<file path="config.mk">
export PLATFORM = sky130hd
export DESIGN_NAME = fspo_top
export DESIGN_NICKNAME = d
export VERILOG_FILES = /design/src/fspo_pkg.sv /design/src/fspo_cmp_edge.sv /design/src/fspo_top.sv
export SDC_FILE = /design/constraint.sdc
export NUM_CORES = 1
export LEC_CHECK = 0
export BUFFER_PORTS_ARGS = -buffer_cell sky130_fd_sc_hd__buf_2
export CORE_MARGIN = 3
export CORE_UTILIZATION = 40
export CTS_BUF_LIST = sky130_fd_sc_hd__clkbuf_8
export DETAILED_ROUTE_END_ITERATION = 10
export PLACE_DENSITY = 0.65
export SETUP_SLACK_MARGIN = 0.05
export SLEW_MARGIN = 40
export SYNTH_ARGS = -nofsm -noshare
export SYNTH_HDL_FRONTEND = slang
export SYNTH_SLANG_ARGS = --single-unit
</file>
<file path="constraint.sdc">
create_clock -name aclk -period 5.1 [get_ports aclk]
set_input_delay 0.51 -clock aclk [delete_from_list [all_inputs] [get_ports aclk]]
set_output_delay 0.51 -clock aclk [all_outputs]
set_load 0.02 [all_outputs]
</file>
<file path="src/fspo_pkg.sv">
// Package of register map, field positions and codes for the fault shutdown block
package fspo_pkg;
   localparam int unsigned FSPO_CH = 8;
   localparam int unsigned FSPO_AW = 8;
   // Register byte addresses
   localparam logic [7:0] FSPO_A_CTRL = 8'h00;
   localparam logic [7:0] FSPO_A_IN_EN = 8'h04;
   localparam logic [7:0] FSPO_A_LATCH = 8'h08;
   localparam logic [7:0] FSPO_A_FUNC_EN = 8'h0C;
   localparam logic [7:0] FSPO_A_DIR = 8'h10;
   localparam logic [7:0] FSPO_A_VALUE = 8'h14;
   localparam logic [7:0] FSPO_A_CMP = 8'h18;
   localparam logic [7:0] FSPO_A_IRQ_STAT = 8'h1C;
   localparam logic [7:0] FSPO_A_IRQ_EN = 8'h20;
   localparam logic [7:0] FSPO_A_IRQ_CLR = 8'h24;
   // Control register fields
   localparam int unsigned FSPO_B_FLAG = 0;
   localparam int unsigned FSPO_B_FAULT_IRQ_ENABLE = 1;
   localparam int unsigned FSPO_B_GEN = 2;
   localparam int unsigned FSPO_B_FORCE = 3;
   // Comparator register fields
   localparam int unsigned FSPO_B_CMODE = 0;
   localparam int unsigned FSPO_B_CIE = 2;
   localparam int unsigned FSPO_B_CFLAG = 3;
   localparam int unsigned FSPO_B_CRES = 4;
   // Interrupt status fields
   localparam int unsigned FSPO_B_EV_FAULT = 0;
   localparam int unsigned FSPO_B_EV_CMP = 1;
   localparam int unsigned FSPO_NEV = 2;
   // Fixed wiring
   localparam int unsigned FSPO_CMP_INPUT = 2;
   localparam int unsigned FSPO_PWM_OUT = 7;
   // Comparator interrupt modes
   typedef enum logic [1:0] {
      FSPO_CM_NONE = 2'h0,
      FSPO_CM_RISE = 2'h1,
      FSPO_CM_FALL = 2'h2,
      FSPO_CM_BOTH = 2'h3
   } fspo_cmode_e;
   // Reset values and bus answers
   localparam logic [7:0] FSPO_RST_BYTE = 8'h00;
   localparam logic [1:0] FSPO_CMODE_RST = 2'h0;
   localparam logic [1:0] FSPO_RESP_OK = 2'h0;
   localparam logic [1:0] FSPO_RESP_ERR = 2'h2;
endpackage

</file>
<file path="src/fspo_cmp_edge.sv">
// Comparator result synchroniser, edge interrupt and sticky comparator flag
`timescale 1ns/10ps
module fspo_cmp_edge
   import fspo_pkg::*;
(
   // Clock and reset
   input wire logic aclk,
   input wire logic aresetn,
   // Analog comparator result, asynchronous
   input wire logic comparator_result_async,
   // Configuration
   input wire logic [1:0] comparator_irq_mode,
   input wire logic comparator_irq_enable,
   input wire logic flag_clear,
   // Status
   output logic comparator_result,
   output logic comparator_flag_q,
   output logic edge_seen,
   output logic irq_d
);
   logic sync1_q;
   logic sync2_q;
   logic prev_q;
   logic rise;
   logic fall;
   logic flag_d;

   assign rise = sync2_q & ~prev_q;
   assign fall = ~sync2_q & prev_q;
   assign comparator_result = sync2_q;

   // [RQ10] Edge mode select
   assign edge_seen = (comparator_irq_mode == FSPO_CM_BOTH) ? (rise | fall) :
                      (comparator_irq_mode == FSPO_CM_RISE) ? rise :
                      (comparator_irq_mode == FSPO_CM_FALL) ? fall : 1'b0;
   // Set wins over a clear in the same cycle
   assign flag_d = edge_seen | (comparator_flag_q & ~flag_clear);
   // Disabled interrupt delivers no fault event
   assign irq_d = flag_d & comparator_irq_enable;

   always_ff @(posedge aclk) begin
      if (!aresetn) begin
         sync1_q <= 1'b0;
         sync2_q <= 1'b0;
         prev_q <= 1'b0;
         comparator_flag_q <= 1'b0;
      end else begin
         sync1_q <= comparator_result_async;
         sync2_q <= sync1_q;
         prev_q <= sync2_q;
         comparator_flag_q <= flag_d;
      end
   end
endmodule

</file>
<file path="src/fspo_top.sv">
// Fault detect and pin shutdown block with AXI4-Lite register slave
//
// Register access over AXI4-Lite and the address map were chosen for this implementation.
`timescale 1ns/10ps
// Behaviour
// [RQ1] Comparator interrupt feeds fault input two
// [RQ2] Enabled fault replaces PWM with safe value
// [RQ3] Pin forced on the comparator interrupt edge
// [RQ4] Release after source gone, flags cleared
// [RQ5] Software clears fault flag writing zero
// [RQ6] Per-input enable bits; input two enables comparator
// [RQ7] Output seven controls PWM timer zero pin
// [RQ8] Direction one drives pin during fault
// [RQ9] Value bit picks driven level, zero low
// [RQ10] Mode three: interrupt on both edges
// [RQ11] Software must enable comparator interrupt
// [RQ12] Enabled fault latches input, sets flag
// [RQ13] Function enable zero keeps pin bypassed
// [RQ14] Fault state: high, low or hi-z
// [RQ15] Global enable gates all fault detection
module fspo_top
   import fspo_pkg::*;
(
   // Clock and reset
   input wire logic aclk,
   input wire logic aresetn,
   // AXI4-Lite write address and data
   input wire logic awvalid,
   output logic awready,
   input wire logic [FSPO_AW-1:0] awaddr,
   input wire logic [2:0] awprot,
   input wire logic wvalid,
   output logic wready,
   input wire logic [31:0] wdata,
   input wire logic [3:0] wstrb,
   // AXI4-Lite write response
   output logic bvalid,
   input wire logic bready,
   output logic [1:0] bresp,
   // AXI4-Lite read
   input wire logic arvalid,
   output logic arready,
   input wire logic [FSPO_AW-1:0] araddr,
   input wire logic [2:0] arprot,
   output logic rvalid,
   input wire logic rready,
   output logic [31:0] rdata,
   output logic [1:0] rresp,
   // Fault sources on the bus clock; bit 2 is unused
   input wire logic [FSPO_CH-1:0] fault_src,
   // Analog comparator result, asynchronous
   input wire logic comparator_result_async,
   // Peripheral pin functions, PWM timer zero channel one on bit 7
   input wire logic [FSPO_CH-1:0] periph_out,
   input wire logic [FSPO_CH-1:0] periph_oe_n,
   // Port pins
   output logic [FSPO_CH-1:0] pin_out,
   output logic [FSPO_CH-1:0] pin_oe_n,
   // Interrupt
   output logic irq
);
   // Registers
   logic fault_flag_q;
   logic fault_irq_enable_q;
   logic shutdown_global_enable_q;
   logic [FSPO_CH-1:0] input_enable_q;
   logic [FSPO_CH-1:0] latched_input_reg_q;
   logic [FSPO_CH-1:0] func_enable_q;
   logic [FSPO_CH-1:0] direction_q;
   logic [FSPO_CH-1:0] value_q;
   logic [1:0] comparator_irq_mode_q;
   logic comparator_irq_enable_q;
   logic [FSPO_NEV-1:0] irq_stat_q;
   logic [FSPO_NEV-1:0] irq_en_q;
   // Bus state
   logic aw_have_q;
   logic w_have_q;
   logic [FSPO_AW-1:0] waddr_q;
   logic [31:0] wdata_q;
   logic [3:0] wstrb_q;
   logic [31:0] rdata_d;
   logic rd_hit;
   // Comparator
   logic comparator_result;
   logic comparator_flag_q;
   logic cmp_edge;
   logic cmp_irq_d;

   // Write path decode
   logic aw_take;
   logic w_take;
   logic wr_go;
   logic wr_hit;
   logic wr_byte;
   logic [7:0] wb;
   assign aw_take = awvalid & awready;
   assign w_take = wvalid & wready;
   assign wr_go = aw_have_q & w_have_q & ~bvalid;
   assign wb = wdata_q[7:0];
   assign wr_byte = wr_go & wstrb_q[0];
   logic wr_ctrl;
   logic wr_inen;
   logic wr_latch;
   logic wr_fen;
   logic wr_dir;
   logic wr_val;
   logic wr_cmp;
   logic wr_ien;
   logic wr_iclr;
   assign wr_ctrl = wr_byte & (waddr_q == FSPO_A_CTRL);
   assign wr_inen = wr_byte & (waddr_q == FSPO_A_IN_EN);
   assign wr_latch = wr_byte & (waddr_q == FSPO_A_LATCH);
   assign wr_fen = wr_byte & (waddr_q == FSPO_A_FUNC_EN);
   assign wr_dir = wr_byte & (waddr_q == FSPO_A_DIR);
   assign wr_val = wr_byte & (waddr_q == FSPO_A_VALUE);
   assign wr_cmp = wr_byte & (waddr_q == FSPO_A_CMP);
   assign wr_ien = wr_byte & (waddr_q == FSPO_A_IRQ_EN);
   assign wr_iclr = wr_byte & (waddr_q == FSPO_A_IRQ_CLR);
   assign wr_hit = (waddr_q == FSPO_A_CTRL) | (waddr_q == FSPO_A_IN_EN) |
                   (waddr_q == FSPO_A_LATCH) | (waddr_q == FSPO_A_FUNC_EN) |
                   (waddr_q == FSPO_A_DIR) | (waddr_q == FSPO_A_VALUE) |
                   (waddr_q == FSPO_A_CMP) | (waddr_q == FSPO_A_IRQ_STAT) |
                   (waddr_q == FSPO_A_IRQ_EN) | (waddr_q == FSPO_A_IRQ_CLR);

   // [RQ5] Writing zero to flag bit clears it
   logic fault_flag_clr;
   logic cmp_flag_clr;
   logic force_fault;
   assign fault_flag_clr = wr_ctrl & ~wb[FSPO_B_FLAG];
   assign cmp_flag_clr = wr_cmp & ~wb[FSPO_B_CFLAG];
   assign force_fault = wr_ctrl & wb[FSPO_B_FORCE] & wb[FSPO_B_GEN];

   fspo_cmp_edge u_cmp (
      .aclk(aclk),
      .aresetn(aresetn),
      .comparator_result_async(comparator_result_async),
      .comparator_irq_mode(comparator_irq_mode_q),
      .comparator_irq_enable(comparator_irq_enable_q),
      .flag_clear(cmp_flag_clr),
      .comparator_result(comparator_result),
      .comparator_flag_q(comparator_flag_q),
      .edge_seen(cmp_edge),
      .irq_d(cmp_irq_d)
   );

   // [RQ1] Comparator interrupt on fault input two
   logic [FSPO_CH-1:0] fault_in;
   assign fault_in = {fault_src[FSPO_CH-1:FSPO_CMP_INPUT+1], cmp_irq_d,
                      fault_src[FSPO_CMP_INPUT-1:0]};

   // [RQ6] Per-input enable; [RQ15] global gate
   logic [FSPO_CH-1:0] fault_hit;
   logic any_hit;
   assign fault_hit = fault_in & input_enable_q & {FSPO_CH{shutdown_global_enable_q}};
   assign any_hit = |fault_hit;

   // [RQ12] Latch inputs and set flag; set wins
   logic [FSPO_CH-1:0] latched_d;
   logic fault_flag_d;
   assign latched_d = fault_hit | (latched_input_reg_q & ~({FSPO_CH{wr_latch}} & wb));
   assign fault_flag_d = any_hit | force_fault | (fault_flag_q & ~fault_flag_clr);

   // [RQ4] Held while a source or the flag remains
   logic shutdown_d;
   assign shutdown_d = shutdown_global_enable_q & (any_hit | fault_flag_d);

   // Next value of each pin; stays combinational so the pin flops on the interrupt edge
   logic [FSPO_CH-1:0] pin_out_d;
   logic [FSPO_CH-1:0] pin_oe_n_d;
   genvar gi;
   generate
      for (gi = 0; gi < FSPO_CH; gi++) begin : g_pin
         logic ovr;
         // [RQ13] Function enable zero means bypass
         assign ovr = func_enable_q[gi] & shutdown_d;
         // [RQ2] [RQ9] Safe level replaces peripheral
         assign pin_out_d[gi] = ovr ? value_q[gi] : periph_out[gi];
         // [RQ8] [RQ14] Direction zero leaves pin undriven
         assign pin_oe_n_d[gi] = ovr ? ~direction_q[gi] : periph_oe_n[gi];
      end
   endgenerate

   // [RQ3] [RQ7] Pin flops on the same edge as the comparator flag
   always_ff @(posedge aclk) begin
      if (!aresetn) begin
         pin_out <= FSPO_RST_BYTE;
         pin_oe_n <= ~FSPO_RST_BYTE;
      end else begin
         pin_out <= pin_out_d;
         pin_oe_n <= pin_oe_n_d;
      end
   end

   // Sticky interrupt status, set wins over clear
   logic [FSPO_NEV-1:0] ev;
   logic [FSPO_NEV-1:0] irq_stat_d;
   assign ev[FSPO_B_EV_FAULT] = fault_flag_d & ~fault_flag_q & fault_irq_enable_q;
   assign ev[FSPO_B_EV_CMP] = cmp_edge;
   assign irq_stat_d = ev | (irq_stat_q & ~({FSPO_NEV{wr_iclr}} & wb[FSPO_NEV-1:0]));

   always_ff @(posedge aclk) begin
      if (!aresetn) begin
         fault_flag_q <= 1'b0;
         latched_input_reg_q <= FSPO_RST_BYTE;
         irq_stat_q <= '0;
         irq <= 1'b0;
      end else begin
         fault_flag_q <= fault_flag_d;
         latched_input_reg_q <= latched_d;
         irq_stat_q <= irq_stat_d;
         irq <= |(irq_stat_d & irq_en_q);
      end
   end

   // Software configuration registers
   always_ff @(posedge aclk) begin
      if (!aresetn) begin
         fault_irq_enable_q <= 1'b0;
         shutdown_global_enable_q <= 1'b0;
         input_enable_q <= FSPO_RST_BYTE;
         func_enable_q <= FSPO_RST_BYTE;
         direction_q <= FSPO_RST_BYTE;
         value_q <= FSPO_RST_BYTE;
         comparator_irq_mode_q <= FSPO_CMODE_RST;
         comparator_irq_enable_q <= 1'b0;
         irq_en_q <= '0;
      end else begin
         if (wr_ctrl) begin
            fault_irq_enable_q <= wb[FSPO_B_FAULT_IRQ_ENABLE];
            shutdown_global_enable_q <= wb[FSPO_B_GEN];
         end
         if (wr_inen) begin
            input_enable_q <= wb;
         end
         if (wr_fen) begin
            func_enable_q <= wb;
         end
         if (wr_dir) begin
            direction_q <= wb;
         end
         if (wr_val) begin
            value_q <= wb;
         end
         // [RQ11] Interrupt enable belongs to software
         if (wr_cmp) begin
            comparator_irq_mode_q <= wb[FSPO_B_CMODE+1:FSPO_B_CMODE];
            comparator_irq_enable_q <= wb[FSPO_B_CIE];
         end
         if (wr_ien) begin
            irq_en_q <= wb[FSPO_NEV-1:0];
         end
      end
   end

   // Write channel: address and data taken in either order
   logic aw_have_d;
   logic w_have_d;
   logic bvalid_d;
   assign aw_have_d = (aw_have_q | aw_take) & ~wr_go;
   assign w_have_d = (w_have_q | w_take) & ~wr_go;
   assign bvalid_d = wr_go | (bvalid & ~bready);

   always_ff @(posedge aclk) begin
      if (!aresetn) begin
         aw_have_q <= 1'b0;
         w_have_q <= 1'b0;
         awready <= 1'b0;
         wready <= 1'b0;
         bvalid <= 1'b0;
         bresp <= FSPO_RESP_OK;
         waddr_q <= '0;
         wdata_q <= '0;
         wstrb_q <= '0;
      end else begin
         aw_have_q <= aw_have_d;
         w_have_q <= w_have_d;
         // No new beat until the response is gone
         awready <= ~aw_have_d & ~bvalid_d;
         wready <= ~w_have_d & ~bvalid_d;
         bvalid <= bvalid_d;
         if (wr_go) begin
            bresp <= wr_hit ? FSPO_RESP_OK : FSPO_RESP_ERR;
         end
         if (aw_take) begin
            waddr_q <= awaddr;
         end
         if (w_take) begin
            wdata_q <= wdata;
            wstrb_q <= wstrb;
         end
      end
   end

   // Read mux; clear register reads as zero
   logic [7:0] ctrl_rd;
   logic [7:0] cmp_rd;
   assign ctrl_rd = {4'h0, 1'b0, shutdown_global_enable_q, fault_irq_enable_q, fault_flag_q};
   assign cmp_rd = {3'h0, comparator_result, comparator_flag_q, comparator_irq_enable_q,
                    comparator_irq_mode_q};
   always_comb begin
      rdata_d = 32'h0000_0000;
      rd_hit = 1'b1;
      unique case (araddr)
         FSPO_A_CTRL: rdata_d[7:0] = ctrl_rd;
         FSPO_A_IN_EN: rdata_d[7:0] = input_enable_q;
         FSPO_A_LATCH: rdata_d[7:0] = latched_input_reg_q;
         FSPO_A_FUNC_EN: rdata_d[7:0] = func_enable_q;
         FSPO_A_DIR: rdata_d[7:0] = direction_q;
         FSPO_A_VALUE: rdata_d[7:0] = value_q;
         FSPO_A_CMP: rdata_d[7:0] = cmp_rd;
         FSPO_A_IRQ_STAT: rdata_d[FSPO_NEV-1:0] = irq_stat_q;
         FSPO_A_IRQ_EN: rdata_d[FSPO_NEV-1:0] = irq_en_q;
         FSPO_A_IRQ_CLR: rd_hit = 1'b1;
         default: rd_hit = 1'b0;
      endcase
   end

   // Read channel: one outstanding read
   logic ar_take;
   logic rvalid_d;
   assign ar_take = arvalid & arready;
   assign rvalid_d = ar_take | (rvalid & ~rready);

   always_ff @(posedge aclk) begin
      if (!aresetn) begin
         arready <= 1'b0;
         rvalid <= 1'b0;
         rdata <= 32'h0000_0000;
         rresp <= FSPO_RESP_OK;
      end else begin
         arready <= ~rvalid_d;
         rvalid <= rvalid_d;
         if (ar_take) begin
            rdata <= rdata_d;
            rresp <= rd_hit ? FSPO_RESP_OK : FSPO_RESP_ERR;
         end
      end
   end
endmodule

</file>
# [Word-level counts from Yosys, hierarchy flattened]
# Index checks and enable logic that the tools add are counted.
[totals] wordCells=175 ram_bits=0 latch_bits=0 inputBits=90 romBits=0 register_bits=107 memories=0
[op_classes] addsub=0 magnitude_cmp=0 div_mod_pow=0 n_mul=0 eq_ne=21 reduce_logical=5 muxes=24 n_bitwise=93 n_shift=0
[ops] op="$eq A8 B5 Y1 const B" n=8
[ops] op="$pmux W6 S7" n=1
[ops] op="$and A1 B1 Y1" n=41
[ops] op="$and A8 B8 Y8" n=4
[ops] op="$eq A8 B4 Y1 const B" n=4
[ops] op="$eq A8 B6 Y1 const B" n=4
[ops] op="$not A1 Y1" n=23
[ops] op="$mux W1" n=20
[ops] op="$or A1 B1 Y1" n=18
[ops] op="$pmux W2 S9" n=1
[ops] op="$eq A8 B3 Y1 const B" n=2
[ops] op="$logic_not A8 Y1" n=2
[ops] op="$reduce_or A10 Y1" n=1
[ops] op="$not A8 Y8" n=1
[ops] op="$or A8 B8 Y8" n=1
[ops] op="$reduce_or A8 Y1" n=1
[ops] op="$and A2 B2 Y2" n=3
[ops] op="$eq A2 B2 Y1 const B" n=2
[ops] op="$mux W2" n=2
[ops] op="$eq A2 B1 Y1 const B" n=1
[ops] op="$not A2 Y2" n=1
[ops] op="$or A2 B2 Y2" n=1
[ops] op="$reduce_or A2 Y1" n=1

# [Depth between registers and ports, before layout]
# Gate-level depths: netlist of run 1.
[depth] ltp_word=19 ltp_mapped=8

# [Hierarchy]
# Synthesis of run 1 repeated with hierarchy kept, for this count alone.
[hier_totals] hier_cells=565 area_unflattened_um2=5073.6
[modules_own_cells] mod="fspo_top" area_per_inst_um2=4877.2 seq_area_each_um2=2021.9 instances=1 cells_per_inst=545
[modules_own_cells] mod="fspo_cmp_edge" area_per_inst_um2=196.4 seq_area_each_um2=80.1 instances=1 cells_per_inst=20

# [Least setup slack after synthesis of run 1]
# OpenSTA, ideal clock, no wires.
[synth_path] path_type="in2reg" start="input port araddr[7]" end="register rdata[3]" required_time_ns=5.042 path_stages=6 t_arrival_ns=2.006 slack_ns=3.036 path_cell_list="or4_4 -> or2_0 -> buf_2 -> a311o_1 -> a211oi_1 -> a21o_1"
[synth_between] elab_chain_cells=2 elab_cells_between_ends=8 cone_classes="6 x eq/ne; 1 x mux; 1 x reduce/logical"
[synth_lines] element="start, declared" line_no="fspo_top.sv:43" text="input wire logic [FSPO_AW-1:0] araddr,"
[synth_lines] element="$eq A8 B5 Y1 (tied with other cells)" line_no="fspo_top.sv:303" text="unique case (araddr)"
[synth_lines] element="$pmux W6 S7 *" line_no="fspo_top.sv:303"
[synth_lines] element="end signal, assigned" line_no="fspo_top.sv:334" text="rdata <= rdata_d;"
[synth_lines] element="end, declared" line_no="fspo_top.sv:47" text="output logic [31:0] rdata,"
# Mark *: on every way between the ends. The rest lies on a longest branch, timed or not.
# A chain may end at the register's enable or synchronous reset.

# [Worst setup path in the final report of run 1]
[layout_path] start="register u_cmp.prev_q" end="register pin_oe_n[1]"
[layout_between] elab_chain_cells=15 elab_cells_between_ends=18 cone_classes="4 x mux; 13 x bitwise; 1 x reduce/logical"
[layout_lines] element="start, declared" line_no="fspo_cmp_edge.sv:23" text="logic prev_q;"
[layout_lines] element="start signal, assigned" line_no="fspo_cmp_edge.sv:50" text="prev_q <= sync2_q;"
[layout_lines] element="$and A1 B1 Y1 / $not A1 Y1 (equally long branches)" line_no="fspo_cmp_edge.sv:29, fspo_cmp_edge.sv:28"
[layout_lines] element="$mux W1 / $and A1 B1 Y1 (equally long branches)" line_no="fspo_cmp_edge.sv:35, fspo_cmp_edge.sv:28"
[layout_lines] element="$mux W1 / $or A1 B1 Y1 (equally long branches)" line_no="fspo_cmp_edge.sv:34, fspo_cmp_edge.sv:33"
[layout_lines] element="$mux W1 *" line_no="fspo_cmp_edge.sv:33" text="assign edge_seen = (comparator_irq_mode == FSPO_CM_BOTH) ? (rise | fall) :"
[layout_lines] element="$or A1 B1 Y1 *" line_no="fspo_cmp_edge.sv:37" text="assign flag_d = edge_seen | (comparator_flag_q & ~flag_clear);"
[layout_lines] element="$and A1 B1 Y1 *" line_no="fspo_cmp_edge.sv:39" text="assign irq_d = flag_d & comparator_irq_enable;"
[layout_lines] element="$and A8 B8 Y8 * (2 in a row)" line_no="fspo_top.sv:154" text="assign fault_hit = fault_in & input_enable_q & {FSPO_CH{shutdown_global_enable_q}};"
[layout_lines] element="$reduce_or A8 Y1 *" line_no="fspo_top.sv:155" text="assign any_hit = |fault_hit;"
[layout_lines] element="$or A1 B1 Y1 (2 in a row)" line_no="fspo_top.sv:161" text="assign fault_flag_d = any_hit | force_fault | (fault_flag_q & ~fault_flag_clr);"
[layout_lines] element="$or A1 B1 Y1 *" line_no="fspo_top.sv:165" text="assign shutdown_d = shutdown_global_enable_q & (any_hit | fault_flag_d);"
[layout_lines] element="$and A1 B1 Y1 *" line_no="fspo_top.sv:165"
[layout_lines] element="$and A1 B1 Y1 *" line_no="fspo_top.sv:175" text="assign ovr = func_enable_q[gi] & shutdown_d;"
[layout_lines] element="$mux W1 *" line_no="fspo_top.sv:179" text="assign pin_oe_n_d[gi] = ovr ? ~direction_q[gi] : periph_oe_n[gi];"
[layout_lines] element="end signal, assigned" line_no="fspo_top.sv:187" text="pin_oe_n <= ~FSPO_RST_BYTE;"
[layout_lines] element="end signal, assigned" line_no="fspo_top.sv:190" text="pin_oe_n <= pin_oe_n_d;"
[layout_lines] element="end, declared" line_no="fspo_top.sv:58" text="output logic [FSPO_CH-1:0] pin_oe_n,"
# Marked as above.

==> results of run 1 <==
## power breakdown
part | switching [uW] | total, uW | internal, uW
combinational | 91.3 | 142 | 50.4
sequential | 21.3 | 861 | 839
clock | 281 | 554 | 273
## stage by stage
step                      instance area [um^2]  setup WS [ns]  hold slack [ns]  power, uW
after floorplan                           4964          3.036           0.4119      985.6
final                                     5489          2.627           0.3451       1557
after global routing                      5489          2.459           0.3409       1623
after detailed placement                  5276          2.622           0.4243       1021
after CTS                                 5489          2.640           0.3319       1570
after global placement                    5274          2.604           0.4200       1018
## area by class of cell
class                      instances  area, um^2
sequential                       105        2102
clock buffer                       9       123.9
timing repair buffer              89       450.4
inverter                           5       21.27
multi-input combinational        399        2524
clock inverter                     7       88.84
fill                            1120        6173
tap                              143       178.9
## per-layer routing
layer | wire [um] | track usage, % | vias to the layer above
met4 | 168 | 5.878 | 0
met2 | 5160 | 26.77 | 167
met5 | 0 | 0 | -
li1 | - | - | 1969
met1 | 5694 | 25.44 | 1843
met3 | 912 | 3.679 | 15
## path summary, 6_finish.rpt
check | from | cells after the start | slack [ns] | end
setup / recovery | u_cmp.prev_q | 7 | 2.63 | pin_oe_n[1]
hold reg to reg | u_cmp.sync1_q | 1 | 0.44 | u_cmp.comparator_result
setup reg to reg | u_cmp.prev_q | 7 | 2.63 | pin_oe_n[1]
hold / removal | comparator_result_async | 2 | 0.35 | u_cmp.sync1_q
## logic make-up after synthesis
| logic type | share of synthesized area (%) |
|---|---|
| AOI/OAI and AO/OA | 12.08 |
| muxes | 15.72 |
| and+or+nand+nor | 21.51 |
| buffers and inverters | 6.937 |
| adders and majority gates | 0.5138 |
| other | 0.07701 |
| DFF | 43.17 |
## placed cells by master, fill, tap and decap left out, types with 3 or more instances in the layout
| master | instances |
|---|---|
| o21ai_0 | 13 |
| a32oi_1 | 4 |
| nand2b_1 | 10 |
| a41oi_1 | 9 |
| a21oi_1 | 38 |
| conb_1 | 26 |
| buf_2 | 87 |
| a22oi_1 | 4 |
| a211oi_1 | 3 |
| and3_1 | 5 |
| a31oi_1 | 3 |
| inv_1 | 7 |
| clkbuf_8 | 9 |
| mux2_2 | 12 |
| nor3_1 | 5 |
| nor2_1 | 60 |
| dfxtp_1 | 105 |
| mux2i_1 | 54 |
| nand3_1 | 6 |
| mux4_2 | 4 |
| nand2_1 | 92 |
| and2_1 | 6 |
| nor2b_1 | 4 |
## worst max-delay path: stages (launching register included)
cell and delay (ns):
dfxtp_1 0.35, inv_1 0.05, ha_1 0.16, or2_2 0.27, a31oi_1 0.36, o22a_1 0.45, a41oi_1 0.34, mux2_2 0.36
==> results.yml, run 1 <==
run_status:
  status: "complete, no violations"
synth:
  syn_area_um2: 4870
  yosysWarnings: 0
  ys_seq_elements: 105
  ys_types: 54
  yosysMostFrequentCell: "dfxtp_1"
  yosysTopAreaCellShare_pct: 43.17
  ys.flop_type: "dfxtp_1"
  syn_inst: 541
  yosys-top-cells-area: "dfxtp_1, mux2i_1, nand2_1, nor2_1, buf_4"
  synth_edf_count: 0
  synth_common_cells: "dfxtp_1, nand2_1, nor2_1"
  yosys.area.top_type: "dfxtp_1"
  syn_avg_cell_area_um2: 9.001
  async_reset_ff_share_pct: 0
  ys_seq_area_share_pct: 43.17
placed_design:
  place.gp.congestion: 0.8684
  port-buffer-count: 87
  dp_cells: 741
  post-dp-hpwl_um: 8786
floorplan:
  core_um2: 11660
  initial_utilization_pct: 41.76
  die_h_um: 116.3
  die_x_um: 116.3
  ioPinCount: 148
  die-area_um2: 13530
  rows: 39
hold_path:
  min_path_type: "in2reg"
layout:
  num_antenna_cells: 0
  fin_util_pct: 47.07
  fin_cells: 757
  drive_gt1_share_pct: 21.17
  syn2layout_area_growth_pct: 12.72
  fin_nets: 701
clock_tree:
  h-tree-depth: 3
  cts.clk_slew.worst_paths_ns: 0.10
  cts-buffers-inserted: 9
  clk_latency_ns: 0.37
  cts_root_buffer: "clkbuf_8"
  cts_setup_buffers: 0
  cts_tree: "done"
  holdBufCountCts: 0
  cts_resized: 0
  clock_sink_count: 105
  ctsLongestPathBuffers: 2
global_route:
  grt.overflow.total: 0
  grt_usage_pct: 17.77
  grt_pass1_wl_um: 18830
  grt_pass1_vias: 3720
  antenna_found_initial: 0
  grt_max_degree: 57
critical_path:
  cp.required_ns: 5.36
  critPathArrivalTime_ns: 2.73
  cp-end-kind: "register"
  critPathMaxFanout: 11
  startpoint_type: "register"
  path_class: "reg2reg"
timing:
  tightest_slew_ns: 0.7513
  fin_crit_ns: 2.473
  setup_tns_ns: 0
  fin_skew_ns: 0.01217
  slew_viol_final: 0
  setup_violations: 0
  rsz0062_at_grt: "no"
  slew_headroom_pct: 49.85
  finalHoldViolCount: 0
  post-route-period-util_pct: 48.49
  fmax_mhz: 404.4
detailed_routing:
  drt_iter0_drc: 183
  first_pass_iters: 6
  vias: 3994
  ant_nets: 0
  avgRoutedWirePerCell_um: 15.77
  drt_wl_total_um: 11940
  vias_per_cell: 5.276
  drc_errors: 0
power:
  leakage_uw: 0.002379
  power.density_nw_per_um2: 283.6
  vdd_drop_max_mv: 0.1031
run:
  cap_violations: 0
Power figures use the tool's default switching activity.
==> inputs of run 2 (changes only) <==
==> constraint.sdc (replaced) <==
create_clock -name aclk -period 2.5 [get_ports aclk]
set_input_delay 0.25 -clock aclk [delete_from_list [all_inputs] [get_ports aclk]]
set_output_delay 0.25 -clock aclk [all_outputs]
set_load 0.02 [all_outputs]
==> run 2 against run 1 <==
Effect of this change:
- global-route usage grew 0.32 points
- combinational power grew 110%
- worst setup slack lost 2.5 ns
- clock-buffer cell count is 3 higher
- fmax grew 6.1%
- power grew 100%
- clock power rose by 99%
- via count fell by 0.33%
- sequential power rose by 100%
- register-to-register slack got worse by 2.5 ns
- core utilization up 0.51 points
- largest cell class unchanged
==> results.yml, run 2 (synthesized netlist as in run 1, its figures left out) <==
power:
  p_sw_uw: 794.0
  clkPwrFrac_pct: 34.9
  p_comb_share_pct: 9.6
  swShare_pct: 25.21
  power_frac_seq_pct: 55.4
  p_int_uw: 2356
  leakage_uw: 0.002422
  vdd_drop_max_mv: 0.2242
  power.density_nw_per_um2: 567.6
critical_path:
  timing.rr.end: "pin_oe_n[0]"
  cp-end-kind: "register"
  worstRegToRegCells: 7
  critPathMaxFanout: 11
  path_class: "reg2reg"
  cp.required_ns: 2.77
  r2r_start: "u_cmp.comparator_result"
  critPathArrivalTime_ns: 2.60
  reg2reg_slack_ns: 0.17
  startpoint_type: "register"
timing:
  fin_skew_ns: 0.01074
  hold_slack_ns: 0.08594
  fin_crit_ns: 2.332
  setup_violations: 0
  fmax_mhz: 428.8
  slew_headroom_pct: 48.96
  slew_viol_final: 0
  finalHoldViolCount: 0
  rsz0062_at_grt: "no"
  setup_tns_ns: 0
  tightest_slew_ns: 0.7657
  post-route-period-util_pct: 93.28
clock_tree:
  clock_sink_count: 105
  ctsLongestPathBuffers: 2
  h-tree-depth: 3
  cts_resized: 0
  cts.clk_slew.worst_paths_ns: 0.09
  holdBufCountCts: 0
  cts_root_buffer: "clkbuf_8"
  cts_setup_buffers: 0
  cts_tree: "done"
  clk_latency_ns: 0.38
  cts-buffers-inserted: 9
hold_path:
  hold_depth: 2
  hold_end: "u_cmp.sync1_q"
  min_path_type: "in2reg"
  hold_start: "comparator_result_async"
global_route:
  grt_usage_pct: 18.09
  grt_pass1_vias: 3841
  antenna_found_initial: 0
  grt_pass1_wl_um: 19330
  grt.overflow.total: 0
  grt_max_degree: 75
layout:
  fin_nets: 710
  num_antenna_cells: 0
  final_cell_mix: "dfxtp_1, nand2_1, buf_2"
  fin_cells: 766
  final_common_cell: "dfxtp_1"
  fin_util_pct: 47.58
  syn2layout_area_growth_pct: 13.95
  drive_gt1_share_pct: 22.47
detailed_routing:
  drc_errors: 0
  drt_iter0_drc: 259
  avgRoutedWirePerCell_um: 15.81
  vias_per_cell: 5.197
  drt_wl_total_um: 12110
  vias: 3981
  ant_nets: 0
  first_pass_iters: 4
placed_design:
  port-buffer-count: 87
  post-dp-hpwl_um: 8899
  place.gp.congestion: 0.8577
  dp_cells: 750
floorplan:
  core_um2: 11660
  initial_utilization_pct: 41.76
  rows: 39
  die-area_um2: 13530
  ioPinCount: 148
  die_h_um: 116.3
  die_x_um: 116.3
run_status:
  status: "complete, no violations"
run:
  cap_violations: 0
==> run 2: cell count changes in the layout (fill, tap and decap cells not counted) <==
cell / delta
clkinv_4: -2
clkbuf_8: +3
buf_4: +9
bufinv_16: -1
clkinv_2: +1
inv_4: -1
inv_1: -1
inv_2: +1
==> run 2: power by group through the flow <==
| stage | registers [uW] | logic [uW] | clock network, uW |
|---|---|---|---|
| CTS | 1750 | 304 | 1130 |
| global route | 1750 | 336 | 1180 |
| floorplan | 1810 | 204 | 0 |
| finish | 1750 | 304 | 1100 |
| detailed placement | 1790 | 302 | 0 |
| global placement | 1780 | 299 | 0 |
==> run 2: worst max-delay path, stage by stage (launching register included) <==
cell,delay [ns]
dfxtp_1,0.42
inv_1,0.08
ha_1,0.20
and3b_1,0.17
a31oi_1,0.24
o22a_1,0.43
a41oi_1,0.33
mux2_2,0.36
==> run 2: metal layers <==
metal / GRT usage, % / up-vias / routed length (um)
met5: 0 / - / 0
met4: 5.491 / 0 / 151
met3: 3.886 / 11 / 853
met2: 27.54 / 124 / 5305
met1: 25.74 / 1864 / 5804
li1: - / 1982 / -
==> run 2: per-stage QoR <==
step,area (um^2),setup WS [ns],power (uW)
after floorplan,4964,0.5256,2011
after CTS,5549,0.1819,3177
after global routing,5549,0.07198,3272
final,5549,0.1680,3150
after detailed placement,5341,0.2250,2087
after global placement,5341,0.2525,2082
==> run 2: how the worst max path moves through the flow <==
stage	startpoint	endpoint	slack (ns)	depth (start not counted)
floorplan	bvalid	pin_oe_n[0]	0.53	6
global placement	u_cmp.comparator_result	pin_oe_n[0]	0.25	6
detailed placement	u_cmp.comparator_result	pin_oe_n[1]	0.22	7
CTS	u_cmp.comparator_result	pin_oe_n[0]	0.18	7
global route	u_cmp.comparator_result	pin_oe_n[6]	0.07	7
finish	u_cmp.comparator_result	pin_oe_n[0]	0.17	7
==> run 2: cell type report <==
class                      instances  area [um^2]
clock buffer                      12        165.2
clock inverter                     4        42.54
fill                            1152         6113
inverter                           5        18.77
multi-input combinational        399         2524
sequential                       105         2102
tap                              143        178.9
timing repair buffer              98        518.0
